$ cat src/csdr_pkg.sv
// constants, field layouts and types for the channel sequence delay registers
// assumes an 8-bit register port and a sequencer that supplies triggers
package csdr_pkg;
	localparam logic [7:0] ADDR_CH56_ON = 8'h06;
	localparam logic [7:0] ADDR_CH7_ON = 8'h07;
	localparam logic [7:0] ADDR_CH12_OFF = 8'h08;
	localparam logic [7:0] ADDR_SCALE = 8'h23;
	localparam int LO_POS = 0;
	localparam int HI_POS = 4;
	localparam int EXT_POS = 2;
	localparam int CODE_W = 3;
	localparam int CLOCK_HZ = 200000000;
	localparam int MS_PER_S = 1000;
	localparam int TICK_CYCLES = CLOCK_HZ / MS_PER_S;
	localparam int TICK_W = 18;
	localparam int ON_STEP_MS = 2;
	localparam int OFF_STEP_MS = 4;
	localparam int EXT_STEP_MS = 16;
	localparam int MS_W = 7;
	localparam int NCH = 5;
	// channel index: 0=ch5 on,1=ch6 on,2=ch7 on,3=ch1 off,4=ch2 off
	typedef struct packed {
		logic [CODE_W-1:0] ch5On;
		logic [CODE_W-1:0] ch6On;
		logic [CODE_W-1:0] ch7On;
		logic [CODE_W-1:0] ch1Off;
		logic [CODE_W-1:0] ch2Off;
		logic scaleX4;
	} csdr_fuse_t;
	typedef enum logic [1:0] {
		CSDR_IDLE = 2'b00,
		CSDR_COUNT = 2'b01,
		CSDR_DONE = 2'b10
	} csdr_state_t;
endpackage

$ cat src/csdr_delay_regs.sv
// register file and delay timers for ch5-7 turn-on and ch1-2 turn-off
// assumes synchronous register port strobes and single-cycle triggers
`timescale 1ns/1ps
module csdr_delay_regs
(
	input wire logic clock,
	input wire logic rst_b,
	input wire csdr_pkg::csdr_fuse_t fuse,
	input wire logic [7:0] regAddr,
	input wire logic regWrite,
	input wire logic [7:0] regWdata,
	output logic [7:0] regRdata,
	input wire logic [csdr_pkg::NCH-1:0] seqTrigger,
	output logic [csdr_pkg::NCH-1:0] delayDone,
	output logic [csdr_pkg::NCH*csdr_pkg::MS_W-1:0] delayMs
);
	import csdr_pkg::*;

	logic [CODE_W-1:0] ch5OnDelayCode;
	logic [CODE_W-1:0] ch6OnDelayCode;
	logic [CODE_W-1:0] ch7OnDelayCode;
	logic [CODE_W-1:0] ch1OffDelayCode;
	logic [CODE_W-1:0] ch2OffDelayCode;
	logic offDelayScaleX4;
	logic [TICK_W-1:0] tickCount;
	logic msTick;
	logic [CODE_W-1:0] codes [NCH];
	logic [3:0] sel;

	function automatic logic [MS_W-1:0] toMs(input logic [CODE_W-1:0] c,
		input int step);
		toMs = MS_W'(int'(c) * step);
	endfunction

	// one-hot register select, shared by the write and the read path so
	// that both always agree on which addresses are mapped
	function automatic logic [3:0] regSelect(input logic [7:0] a);
		regSelect = 4'h0;
		if (a == ADDR_CH56_ON)
			regSelect[0] = 1'b1;
		else if (a == ADDR_CH7_ON)
			regSelect[1] = 1'b1;
		else if (a == ADDR_CH12_OFF)
			regSelect[2] = 1'b1;
		else if (a == ADDR_SCALE)
			regSelect[3] = 1'b1;
	endfunction

	assign sel = regSelect(regAddr);

	// fuse values load on every reset, so no fixed constant appears here
	always_ff @(posedge clock)
	begin
		if (!rst_b)
		begin
			ch5OnDelayCode <= fuse.ch5On;
			ch6OnDelayCode <= fuse.ch6On;
		end
		else if (regWrite && sel[0])
		begin
			ch6OnDelayCode <= regWdata[HI_POS +: CODE_W];
			ch5OnDelayCode <= regWdata[LO_POS +: CODE_W];
		end
	end

	always_ff @(posedge clock)
	begin
		if (!rst_b)
			ch7OnDelayCode <= fuse.ch7On;
		else if (regWrite && sel[1])
			ch7OnDelayCode <= regWdata[LO_POS +: CODE_W];
	end

	// off-delay codes; a write while a timer runs moves its target live
	always_ff @(posedge clock)
	begin
		if (!rst_b)
		begin
			ch1OffDelayCode <= fuse.ch1Off;
			ch2OffDelayCode <= fuse.ch2Off;
		end
		else if (regWrite && sel[2])
		begin
			ch2OffDelayCode <= regWdata[HI_POS +: CODE_W];
			ch1OffDelayCode <= regWdata[LO_POS +: CODE_W];
		end
	end

	// only the extend bit of this address lives here; the rest is ignored
	always_ff @(posedge clock)
	begin
		if (!rst_b)
			offDelayScaleX4 <= fuse.scaleX4;
		else if (regWrite && sel[3])
			offDelayScaleX4 <= regWdata[EXT_POS];
	end

	// unassigned bits read zero; unmapped addresses read zero
	// read data is combinational so a read needs no wait cycle
	always_comb
	begin
		regRdata = 8'h00;
		if (sel[0])
		begin
			regRdata[HI_POS +: CODE_W] = ch6OnDelayCode;
			regRdata[LO_POS +: CODE_W] = ch5OnDelayCode;
		end
		else if (sel[1])
			regRdata[LO_POS +: CODE_W] = ch7OnDelayCode;
		else if (sel[2])
		begin
			regRdata[HI_POS +: CODE_W] = ch2OffDelayCode;
			regRdata[LO_POS +: CODE_W] = ch1OffDelayCode;
		end
		else if (sel[3])
			regRdata[EXT_POS] = offDelayScaleX4;
	end

	// free-running millisecond enable shared by all timers
	always_ff @(posedge clock)
	begin
		if (!rst_b)
			tickCount <= '0;
		else if (tickCount == TICK_W'(TICK_CYCLES - 1))
			tickCount <= '0;
		else
			tickCount <= tickCount + 1'b1;
	end
	assign msTick = (tickCount == TICK_W'(TICK_CYCLES - 1));

	assign codes[0] = ch5OnDelayCode;
	assign codes[1] = ch6OnDelayCode;
	assign codes[2] = ch7OnDelayCode;
	assign codes[3] = ch1OffDelayCode;
	assign codes[4] = ch2OffDelayCode;

	genvar g;
	generate
		for (g = 0; g < NCH; g++)
		begin : gTimer
			logic [MS_W-1:0] target;
			logic [MS_W-1:0] elapsed;
			logic [MS_W-1:0] next_elapsed;
			csdr_state_t state;
			csdr_state_t next_state;
			// turn-on 2 ms steps; turn-off 4 or 16 ms per extend bit
			if (g < 3)
			begin : gOn
				assign target = toMs(codes[g], ON_STEP_MS);
			end
			else
			begin : gOff
				assign target = offDelayScaleX4 ?
					toMs(codes[g], EXT_STEP_MS) :
					toMs(codes[g], OFF_STEP_MS);
			end
			assign delayMs[g*MS_W +: MS_W] = target;
			assign delayDone[g] = (state == CSDR_DONE);
			// a trigger wins over the running count, so a retrigger
			// restarts the delay from zero instead of ending the old one
			// the first partial tick is counted as whole: up to 1 ms early
			always_comb
			begin
				next_state = state;
				next_elapsed = elapsed;
				if (seqTrigger[g])
				begin
					next_elapsed = '0;
					next_state = (target == '0) ? CSDR_DONE : CSDR_COUNT;
				end
				else
				begin
					case (state)
						CSDR_IDLE:
							next_state = CSDR_IDLE;
						CSDR_COUNT:
						begin
							if (msTick)
							begin
								next_elapsed = elapsed + 1'b1;
								// >= so a target lowered mid-count still ends
								if (elapsed + 1'b1 >= target)
									next_state = CSDR_DONE;
							end
						end
						CSDR_DONE:
							next_state = CSDR_IDLE;
						default:
							next_state = CSDR_IDLE;
					endcase
				end
			end

			always_ff @(posedge clock)
			begin
				if (!rst_b)
					state <= CSDR_IDLE;
				else
					state <= next_state;
			end

			always_ff @(posedge clock)
			begin
				if (!rst_b)
					elapsed <= '0;
				else
					elapsed <= next_elapsed;
			end
		end
	endgenerate
endmodule

$ cat config.mk
export PLATFORM = sky130hd
export DESIGN_NAME = csdr_delay_regs
export DESIGN_NICKNAME = d
export VERILOG_FILES = /design/src/csdr_pkg.sv /design/src/csdr_delay_regs.sv
export SDC_FILE = /design/constraint.sdc
export NUM_CORES = 1
export LEC_CHECK = 0
export ABC_AREA = 1
export BUFFER_PORTS_ARGS = -buffer_cell sky130_fd_sc_hd__buf_2
export CAP_MARGIN = 25
export CORE_MARGIN = 4
export CORE_UTILIZATION = 55
export DETAILED_ROUTE_END_ITERATION = 6
export HOLD_SLACK_MARGIN = 0.1
export PLACE_DENSITY = 0.86
export RECOVER_POWER = 100
export SKIP_LAST_GASP = 1
export SYNTH_ARGS = -nofsm -noshare
export SYNTH_HDL_FRONTEND = slang
export SYNTH_SLANG_ARGS = --single-unit
$ cat constraint.sdc
create_clock -name clock -period 3.1 [get_ports clock]
set_clock_uncertainty 0.15 [all_clocks]
set_input_delay 0.62 -clock clock [delete_from_list [all_inputs] [get_ports clock]]
set_output_delay 0.62 -clock clock [all_outputs]
set_load 0.01 [all_outputs]
==> Yosys cells after proc, flatten, opt, wreduce, memory -nomap -nowiden <==
Cells that the tools add are included.
{ "word_totals": {"inputBits": 40, "output_inout_bits": 48, "reg_bits": 79} }
{ "op_classes": {"bitwise": 1, "n_lt_le_gt_ge": 5, "muxes": 54, "n_reduce_logical": 25, "n_eq_ne": 29, "add_sub_neg": 6} }
{ "op_table": {"columns": ["cell", "count"], "rows": [
  ["2-to-1 mux 2 bit", 27],
  ["2-to-1 mux 3 bit", 16],
  ["adder 7 x 1 -> 7 bit (second input constant)", 5],
  ["logical NOT 7 bit", 5],
  ["inequality test 3 bit (second input constant)", 10],
  ["greater-or-equal comparator 7 x 4 -> 1 bit", 3],
  ["AND reduction 2 bit", 10],
  ["adder 18 x 1 -> 18 bit (second input constant)", 1],
  ["== test 18 bit (second input constant)", 1],
  ["== test 8 x 3 -> 1 bit (second input constant)", 2],
  ["greater-or-equal comparator 7 bit", 2],
  ["2-to-1 mux 7 bit", 2],
  ["OR reduction 2 bit", 6],
  ["== test 2 x 1 -> 1 bit (second input constant)", 5],
  ["== test 2 bit (second input constant)", 5],
  ["2-to-1 mux 1 bit", 9],
  ["== test 8 x 4 -> 1 bit (second input constant)", 1],
  ["== test 8 x 6 -> 1 bit (second input constant)", 1],
  ["inequality test 2 x 1 -> 1 bit (second input constant)", 4],
  ["logical AND 1 bit", 4],
  ["inverter 1 bit", 1]
]} }

==> Longest topological paths before layout <==
Gate-level depths: netlist of the first run.
{ "depth": {"word_depth": 9, "mapped_depth": 13, "mapped_depth_nobuf": 13} }

==> Least setup slack after synthesis of the first run <==
OpenSTA, ideal clock, no wires.
{ "synth_path": {"path_type": "input port to output port", "startpoint": "in regAddr[7]", "endpoint": "out regRdata[4]", "n_path_buf": 0, "required_time_ns": 2.330, "arrival_time_ns": 1.668, "path_slack_ns": 0.662, "cell_stages": 4, "path_cell_list": "or2_2 -> nor3_1 -> nand3_1 -> o21ai_0"} }
{ "synth_via": {"elab_chain_len": 7} }
{ "synth_rtl": {"columns": ["item", "line_no", "source"], "rows": [
  ["start: declaration", "csdr_delay_regs.sv:9", "input wire logic [7:0] regAddr,"],
  ["== test 8 x 4 -> 1 bit", "csdr_delay_regs.sv:43", "else if (a == ADDR_CH12_OFF)"],
  ["2-to-1 mux 1 bit", "csdr_delay_regs.sv:43", null],
  ["2-to-1 mux 2 bit", "csdr_delay_regs.sv:41", "else if (a == ADDR_CH7_ON)"],
  ["2-to-1 mux 3 bit", "csdr_delay_regs.sv:39", "if (a == ADDR_CH56_ON)"],
  ["2-to-1 mux 3 bit", "csdr_delay_regs.sv:110", "else if (sel[2])"],
  ["2-to-1 mux 3 bit", "csdr_delay_regs.sv:108", "else if (sel[1])"],
  ["2-to-1 mux 3 bit (*)", "csdr_delay_regs.sv:103", "if (sel[0])"],
  ["end: declaration", "csdr_delay_regs.sv:12", "output logic [7:0] regRdata,"]
]} }
Every way passes the cells marked *; elsewhere a longest branch is shown, timed or not.

==> Worst setup path after layout of the first run <==
{ "layout_path": {"startpoint": "in regAddr[6]", "endpoint": "out regRdata[0]"} }
{ "layout_via": {"elab_chain_len": 7} }
{ "layout_rtl": {"columns": ["item", "line_no"], "rows": [
  ["== test 8 x 4 -> 1 bit", "csdr_delay_regs.sv:43"],
  ["2-to-1 mux 1 bit", "csdr_delay_regs.sv:43"],
  ["2-to-1 mux 2 bit", "csdr_delay_regs.sv:41"],
  ["2-to-1 mux 3 bit", "csdr_delay_regs.sv:39"],
  ["2-to-1 mux 2 bit", "csdr_delay_regs.sv:110"],
  ["2-to-1 mux 3 bit", "csdr_delay_regs.sv:108"],
  ["2-to-1 mux 3 bit (*)", "csdr_delay_regs.sv:103"]
]} }
Marks and branches as above.

==> impl_metrics.ini, run 1 <==
[clocking]
htreeDepth = 3
post-cts-setup-buffer-count = 0
clkLatencyLatePin_ps = 350
clockBufferDepth = 2
postCtsResizedCells = 0
cts_hold_buf = 0
clkSinkCount = 79
cts_buffers = 9
clk_pin_slew_ps = 70
cts_tree = done
root_buffer = clkbuf_8

[synth]
yosys.cell_count.top_type = nand2_1
synth-async-reset-ratio_pct = 0
synth_edf_count = 16
synthCells = 677
synthesis.area_sq_um = 4690
yosysTopAreaCell = dfxtp_1
ys_warn_count = 0
yosys-top-cells-count = nand2_1 (155), nor2_1 (130), inv_1 (88)
synthTopCellsByArea = dfxtp_1 (27%), nand2_1 (12%), nor2_1 (10%)
post-synth-top-area-fraction_pct = 26.9
yosysUniqueCellTypes = 34
synth_flop_cell = dfxtp_1
yosysSeqAreaShare_pct = 37.1
avgSynthCellArea_sq_um = 6.93
ys_ff_latch = 79

[job]
timing.max_cap.violations = 0

[global_routing]
grtUsageTotal_pct = 22.1
grt_max_degree = 26
antenna_found_initial = 0
grt_pass1_wl_um = 18000
grt_pass1_vias = 4030
overflow = 0

[timing]
finalSetupTns_ps = 0
grt_setup_unrepaired = false
fmax_mhz = 339
period_needed_ps = 2950
tightestPinTransition_ps = 870
finalMaxSlewViolations = 0
hold_viol = 0
setup_ws_ps = 150
setup_violations = 0
relSlewSlack_pct = 42.0
fin_crit_sh_pct = 95.2

[placed_design]
hpwl_um = 8490
port_buffers = 67
placed_cell_area_sq_um = 5080
place_congestion = 0.892
dp_slack_ps = 176

[critical_path]
critPathLaunchType = input port
cp-end-kind = output port
cp-startpoint = regAddr[6]
crit_required_ps = 2330
crit_arrival_ps = 2180
crit_fanout = 7
critical_path_class = input port to output port
timing.rr.start = tickCount[0]$_SDFF_PP0_

[detailed_routing]
wl_um = 10800
ant_nets = 0
vias = 4444
route.detailed.drc = 0
wire_per_inst_um = 12.5
drtPass1Iterations = 5
dr.first_iter.drc_count = 209
vias_per_cell = 5.16

[pwr]
power.total_uw = 1980
switchingPower_uw = 541
intPower_uw = 1440
pwr-share-seq_pct = 56.3
combPwrFrac_pct = 11.6
clkPwrFrac_pct = 32.1
ir_drop_mv = 0.234
power.density_nw_per_um2 = 384
swShare_pct = 27.3
p_leak_uw = 0.00252

[floorplanning]
die_h_um = 100
fp.dieArea_sq_um = 10100
io_pins = 88
num_rows = 33
start_util_pct = 56.8
coreArea_sq_um = 8260
die_w_um = 100

[hold_path]
hp-start = gTimer[0].elapsed[6]$_SDFFE_PP0P_
min_path_type = flop to flop

[layout]
fillers = 755
utilization_pct = 62.6
multiInputGateArea_sq_um = 2490
seq_area_sq_um = 1740
design_area_sq_um = 5170
areaGrowthSynthToFinish_pct = 10.2
final_nets = 816
drive_gt1_share_pct = 6.88
diodes = 0

[outcome]
outcome = finished clean
## kinds of logic after synthesis
family | after synthesis | synth area share (%)
and+or+nand+nor | 358 | 32.3
buffers and inverters | 115 | 10.7
DFF | 79 | 37.1
AOI/OAI and AO/OA | 77 | 8.91
adders and majority gates | 25 | 6.67
xor gates and xnor gates | 22 | 4.11
other | 1 | 0.0800
## worst paths after layout
| check | slack [ps] | end | depth (start not counted) |
|---|---|---|---|
| hold reg to reg | 330 | gTimer[0].elapsed[6]$_SDFFE_PP0P_ | 2 |
| setup / recovery | 150 | regRdata[0] | 6 |
| hold / removal | 330 | gTimer[0].elapsed[6]$_SDFFE_PP0P_ | 2 |
| setup reg to reg | 330 | gTimer[0].elapsed[1]$_SDFFE_PP0P_ | 8 |
## flip-flops by register name, indices dropped and copies added, names as in the netlist
register and cells:
gTimer.elapsed 35, ch7OnDelayCode 3, tickCount 18, ch5OnDelayCode 3, ch1OffDelayCode 3, offDelayScaleX4 1, ch6OnDelayCode 3, gTimer.state 10
ch2OffDelayCode 3
## per-stage QoR
stage,hold WS [ps],cells
finish,334,861
global route,357,861
CTS,328,861
detailed placement,318,845
global placement,300,845
floorplan,291,694
## layer usage
metal / vias to the layer above / GRT usage, % / share of wire [%]
li1: 2274 / - / -
met1: 2002 / 27.9 / 44
met2: 146 / 37.1 / 48
met3: 22 / 5.28 / 6.4
met4: 0 / 7.25 / 2.1
met5: - / 0 / 0
## critical path: stages
cell      delay, ps
clkbuf_1        110
or2_2           290
nor3_1          250
nand3_1         340
o211ai_1        380
clkbuf_1        190
## cells in the final DEF (no fill, tap or decap), types with 2 or more instances in the layout
cell type  Yosys  routed
a21oi_1       20      20
and3_1         2       2
buf_2          0      35
clkbuf_1       5      36
clkbuf_8       0       9
clkinv_1       0       4
conb_1         1      18
dfxtp_1       63      63
edfxtp_1      16      16
ha_1          25      25
inv_1         88      90
nand2_1      155     155
nand3_1       31      31
nand3b_1       9       9
nand4_1       11      12
nor2_1       130     130
nor2_2         3       3
nor3_1         8       8
nor3b_1        2       2
nor4_1         2       2
o21a_1         2       2
o21ai_0       43      44
o22ai_1        2       2
o31ai_1        5       5
or3_1          2       2
xnor2_1        6       6
xor2_1        16      16
## power groups by stage
stage	clock (uW)	sequential (uW)	combinational, uW
2_1_floorplan	0	1130	159
3_3_place_gp	0	1140	224
3_5_place_dp	0	1140	236
4_1_cts	654	1110	238
5_1_grt	700	1120	263
6_report	637	1120	230
## layout make-up
type	instances	share of cell area [%]
repair buffers	70	5.93
clock inverters	6	0.533
multi-input cells	500	48.2
flip-flops and latches	79	33.7
inverters	91	6.61
clock buffers	10	2.47
well taps	105	2.54
No activity file was read; power rests on OpenSTA's default activity.
==> inputs of run 2 (changes only) <==
--- a/config.mk
+++ b/config.mk
@@ -5,7 +5,6 @@
 export SDC_FILE = /design/constraint.sdc
 export NUM_CORES = 1
 export LEC_CHECK = 0
-export ABC_AREA = 1
 export BUFFER_PORTS_ARGS = -buffer_cell sky130_fd_sc_hd__buf_2
 export CAP_MARGIN = 25
 export CORE_MARGIN = 4
==> impl_metrics.ini, run 2 <==
[outcome]
outcome = finished, violations left
violations = max-capacitance violations, max-slew violations

[pwr]
ir_drop_mv = 0.253
power.density_nw_per_um2 = 389
p_leak_uw = 0.00199

[timing]
finalSetupTns_ps = 0
setup_violations = 0
setup_ws_ps = 172
relSlewSlack_pct = -2.42
grt_setup_unrepaired = false
finalMaxSlewViolations = 41
period_needed_ps = 2930
tightestPinTransition_ps = 1540
fin_hold_ws_ps = 322
fmax_mhz = 342
fin_crit_sh_pct = 94.4
hold_viol = 0

[critical_path]
r2r_slack_ps = 400
crit_fanout = 6
crit_arrival_ps = 2160
critical_path_class = input port to output port
critPathLaunchType = input port
worstRegToRegCells = 5
timing.rr.start = tickCount[0]$_SDFF_PP0_
r2r_end = tickCount[16]$_SDFF_PP0_
cp-end-kind = output port
crit_required_ps = 2330

[layout]
diodes = 0
reg.largest.list = gTimer.elapsed x35, tickCount x18, gTimer.state x10
drive_gt1_share_pct = 10.5
design_area_sq_um = 5130
fin_cells = 724
final_nets = 679
largest_register = gTimer.elapsed
mostFrequentLayoutCell = dfxtp_1
largest_reg_flops = 35
areaGrowthSynthToFinish_pct = 10.1
layout_common_cells = dfxtp_1 (63), nor2_1 (55), xnor2_1 (50)

[clocking]
cts_hold_buf = 0
clk_pin_slew_ps = 80
clkLatencyLatePin_ps = 340
postCtsResizedCells = 0
cts_buffers = 9
clockBufferDepth = 2
htreeDepth = 3
post-cts-setup-buffer-count = 0
root_buffer = clkbuf_8
clkSinkCount = 79
cts_tree = done

[global_routing]
grtUsageTotal_pct = 21.8
overflow = 0
grt_pass1_wl_um = 17700
grt_pass1_vias = 3999
antenna_found_initial = 0
grt_max_degree = 41

[synth]
yosysTopAreaCell = dfxtp_1
synthTopCellsByArea = dfxtp_1 (27%), edfxtp_1 (10%), xnor2_1 (9.4%)
ys_ff_latch = 79
synth-async-reset-ratio_pct = 0
post_synth_xor_area_fraction_pct = 11.8
yosys-top-cells-count = dfxtp_1 (63), nor2_1 (55), xnor2_1 (50)
yosysUniqueCellTypes = 50
synth_edf_count = 16
post-synth-top-area-fraction_pct = 27.1
yosys.cell_count.top_type = dfxtp_1
yosysSeqAreaShare_pct = 37.4
synthMuxAreaShare_pct = 1.07
avgSynthCellArea_sq_um = 8.46
synthesis.area_sq_um = 4660
synthAdderAreaFrac_pct = 6.71
synth_compound_area_share_pct = 10.1
synth-simple-area-share_pct = 24.6
synth_top_family_by_area = simple AND/OR/NAND/NOR gates
synthCells = 551
ys_warn_count = 0
synth_flop_cell = dfxtp_1

[detailed_routing]
wire_per_inst_um = 14.6
dr.first_iter.drc_count = 176
vias_per_cell = 5.55
ant_nets = 0
drtPass1Iterations = 5
wl_um = 10600
route.detailed.drc = 0
vias = 4019

[placed_design]
numPlacedInstances = 708
dp_slack_ps = 218
hpwl_um = 8020
place_congestion = 0.878
port_buffers = 67
placed_cell_area_sq_um = 5010

[hold_path]
hp-start = tickCount[0]$_SDFF_PP0_
min_path_type = flop to flop
min_to = tickCount[0]$_SDFF_PP0_
holdPathStages = 1

[floorplanning]
die_h_um = 100
num_rows = 33
start_util_pct = 56.7
die_w_um = 100
io_pins = 88
coreArea_sq_um = 8220
fp.dieArea_sq_um = 10000

[job]
timing.max_cap.violations = 1
==> run 2: changes by cell type after synthesis, moves of 6 or more <==
cell	delta
a21oi_1	-6
a31oi_1	+6
clkbuf_1	+11
inv_1	-39
nand2_1	-106
nand2b_1	+11
nand3_1	-11
nand3b_1	-9
nor2_1	-75
nor2b_1	+7
nor4_1	+20
o21ai_0	-16
or2_2	+8
xnor2_1	+44
==> run 2: how the worst max path moves through the flow <==
stage,start,to,slack [ps],depth (start not counted)
detailed placement,regAddr[4],regRdata[1],220,6
CTS,regAddr[4],regRdata[1],220,6
global placement,regAddr[4],regRdata[1],350,6
floorplan,regAddr[4],regRdata[0],650,5
finish,regAddr[4],regRdata[0],170,6
global route,regAddr[4],regRdata[0],60,6
==> run 2: stage by stage <==
stage | total power [uW] | utilization, %
2_1_floorplan | 1280 | -
3_3_place_gp | 1350 | 61.0
3_5_place_dp | 1360 | 61.0
4_1_cts | 2010 | 63.0
5_1_grt | 2080 | 62.4
6_report | 1990 | 62.4
==> run 2: power breakdown <==
group          switching [uW]  internal, uW  leakage [uW]
Clock                     358           308     0.0000838
Sequential               38.4          1080      0.000666
Combinational             131          75.8       0.00124
==> run 2: per-layer routing <==
layer | global-route usage [%] | up-vias | wire length, um | part of all wire, %
li1 | - | 1988 | - | -
met1 | 26.4 | 1835 | 4450 | 42
met2 | 37.7 | 167 | 5130 | 48
met3 | 3.82 | 29 | 727 | 6.9
met4 | 10.2 | 0 | 293 | 2.8
met5 | 0 | - | 0 | 0
==> run 2: cell type report <==
class / instances / area, sq um
clock buffers: 12 / 145
clock inverters: 4 / 21.3
fillers: 737 / 3090
inverters: 49 / 184
multi-input cells: 405 / 2590
flip-flops and latches: 79 / 1740
well taps: 105 / 131
repair buffers: 70 / 313
==> run 2: cell families after synthesis <==
logic type                 Yosys count
and+or+nand+nor                    220
buffers and inverters               84
adders and majority gates           25
DFF                                 79
xor gates and xnor gates            63
other                                1
muxes                                5
AOI/OAI and AO/OA                   74
==> run 2: critical path, cell delays in order <==
cell      delay, ps
buf_2           100
nor4_1          580
and2_0          440
a222oi_1        180
inv_1            70
clkbuf_1        150
==> inputs of run 3 (changes only) <==
--- a/config.mk
+++ b/config.mk
@@ -8,12 +8,13 @@
 export BUFFER_PORTS_ARGS = -buffer_cell sky130_fd_sc_hd__buf_2
 export CAP_MARGIN = 25
 export CORE_MARGIN = 4
-export CORE_UTILIZATION = 55
+export CORE_UTILIZATION = 60
 export DETAILED_ROUTE_END_ITERATION = 6
 export HOLD_SLACK_MARGIN = 0.1
-export PLACE_DENSITY = 0.86
+export PLACE_DENSITY = 0.92
 export RECOVER_POWER = 100
 export SKIP_LAST_GASP = 1
+export SLEW_MARGIN = 20
 export SYNTH_ARGS = -nofsm -noshare
 export SYNTH_HDL_FRONTEND = slang
 export SYNTH_SLANG_ARGS = --single-unit
==> constraint.sdc (replaced) <==
create_clock -name clock -period 3.38 [get_ports clock]
set_clock_uncertainty 0.15 [all_clocks]
set_input_delay 0.676 -clock clock [delete_from_list [all_inputs] [get_ports clock]]
set_output_delay 0.676 -clock clock [all_outputs]
set_load 0.01 [all_outputs]
==> impl_metrics.ini, run 3 (synthesis results as in run 2) <==
[detailed_routing]
vias_per_cell = 5.73
drtPass1Iterations = 5
route.detailed.drc = 0
ant_nets = 0
wl_um = 10800
vias = 4111
wire_per_inst_um = 15.0
dr.first_iter.drc_count = 279

[timing]
grt_setup_unrepaired = false
period_needed_ps = 2980
fmax_mhz = 336
setup_violations = 0
hold_viol = 0
finalMaxSlewViolations = 41
relSlewSlack_pct = -4.31
finalSetupTns_ps = 0
setup_ws_ps = 405
fin_hold_ws_ps = 360
fin_crit_sh_pct = 88.0
tightestPinTransition_ps = 1560

[clocking]
cts_buffers = 9
cts_hold_buf = 0
htreeDepth = 3
clockBufferDepth = 2
clkLatencyLatePin_ps = 360
clk_pin_slew_ps = 90
post-cts-setup-buffer-count = 0
root_buffer = clkbuf_8
postCtsResizedCells = 0
clkSinkCount = 79
cts_tree = done

[pwr]
combPwrFrac_pct = 9.4
pwr-share-seq_pct = 50.5
clkPwrFrac_pct = 40.1
intPower_uw = 1520
swShare_pct = 25.5
power.density_nw_per_um2 = 394
switchingPower_uw = 521
ir_drop_mv = 0.269
p_leak_uw = 0.00202

[placed_design]
dp_slack_ps = 502
place_congestion = 0.865
port_buffers = 67
hpwl_um = 7870
placed_cell_area_sq_um = 5000

[global_routing]
overflow = 0
grt_max_degree = 41
antenna_found_initial = 0
grtUsageTotal_pct = 24.1
grt_pass1_wl_um = 17500
grt_pass1_vias = 3871

[floorplanning]
die_w_um = 96.1
io_pins = 88
start_util_pct = 62.9
coreArea_sq_um = 7410
num_rows = 31
die_h_um = 96.1
fp.dieArea_sq_um = 9240

[hold_path]
holdPathStages = 2
min_path_type = flop to flop
min_to = gTimer[3].elapsed[1]$_SDFFE_PP0P_
hp-start = gTimer[3].elapsed[1]$_SDFFE_PP0P_

[critical_path]
timing.rr.start = tickCount[13]$_SDFF_PP0_
cp-end-kind = flop
critical_path_class = flop to flop
crit_arrival_ps = 3060
crit_fanout = 16
r2r_end = tickCount[12]$_SDFF_PP0_
critPathLaunchType = flop
r2r_slack_ps = 400
worstRegToRegCells = 5
crit_required_ps = 3460

[layout]
diodes = 0
largest_register = gTimer.elapsed
areaGrowthSynthToFinish_pct = 11.2
final_nets = 679
drive_gt1_share_pct = 10.8
mostFrequentLayoutCell = dfxtp_1
largest_reg_flops = 35
reg.largest.list = gTimer.elapsed x35, tickCount x18, gTimer.state x10
layout_common_cells = dfxtp_1 (63), nor2_1 (55), xnor2_1 (50)
design_area_sq_um = 5180
utilization_pct = 69.9

[outcome]
outcome = finished, violations left
violations = max-capacitance violations, max-slew violations

[job]
timing.max_cap.violations = 1
-- run 3: how the worst max path moves through the flow --
| stage | startpoint | to | slack, ps |
|---|---|---|---|
| 2_1_floorplan | regAddr[4] | regRdata[0] | 820 |
| 3_3_place_gp | regAddr[4] | regRdata[0] | 530 |
| 3_5_place_dp | regAddr[4] | regRdata[1] | 500 |
| 4_1_cts | regAddr[4] | regRdata[1] | 500 |
| 5_1_grt | tickCount[13]$_SDFF_PP0_ | tickCount[3]$_SDFF_PP0_ | 230 |
| 6_report | tickCount[13]$_SDFF_PP0_ | tickCount[12]$_SDFF_PP0_ | 400 |
-- run 3: metal layers --
layer  track usage (%)  routed length (um)  vias to the layer above
li1                  -                   -                     1993
met1              29.4                4380                     1874
met2              41.1                5270                      211
met3              5.32                 874                       33
met4              9.72                 273                        0
met5                 0                   0                        -
-- run 3: through the flow --
step	cells	power, uW
floorplan	568	1180
global placement	702	1230
detailed placement	702	1250
CTS	718	2050
global route	718	2110
finish	718	2040
-- run 3: power groups by stage --
stage               Clock (uW)  Combinational [uW]  Sequential (uW)
floorplan                    0                 136             1040
global placement             0                 186             1050
detailed placement           0                 196             1050
CTS                        824                 198             1030
global route               862                 218             1030
finish                     819                 193             1030
-- run 3: layout make-up --
| class | instances | area, sq um |
|---|---|---|
| Inverter | 49 | 184 |
| Clock inverter | 4 | 53.8 |
| Multi-Input combinational cell | 405 | 2580 |
| Fill cell | 575 | 2230 |
| Sequential cell | 79 | 1740 |
| Timing Repair Buffer | 70 | 313 |
| Clock buffer | 12 | 188 |
| Tap cell | 99 | 124 |
-- run 3: worst max-delay path, stage by stage, from the launching register on --
cell,delay (ps)
dfxtp_1,340
nor4_1,480
nand4_1,640
or2_0,620
nand2_1,500
nor2_1,110
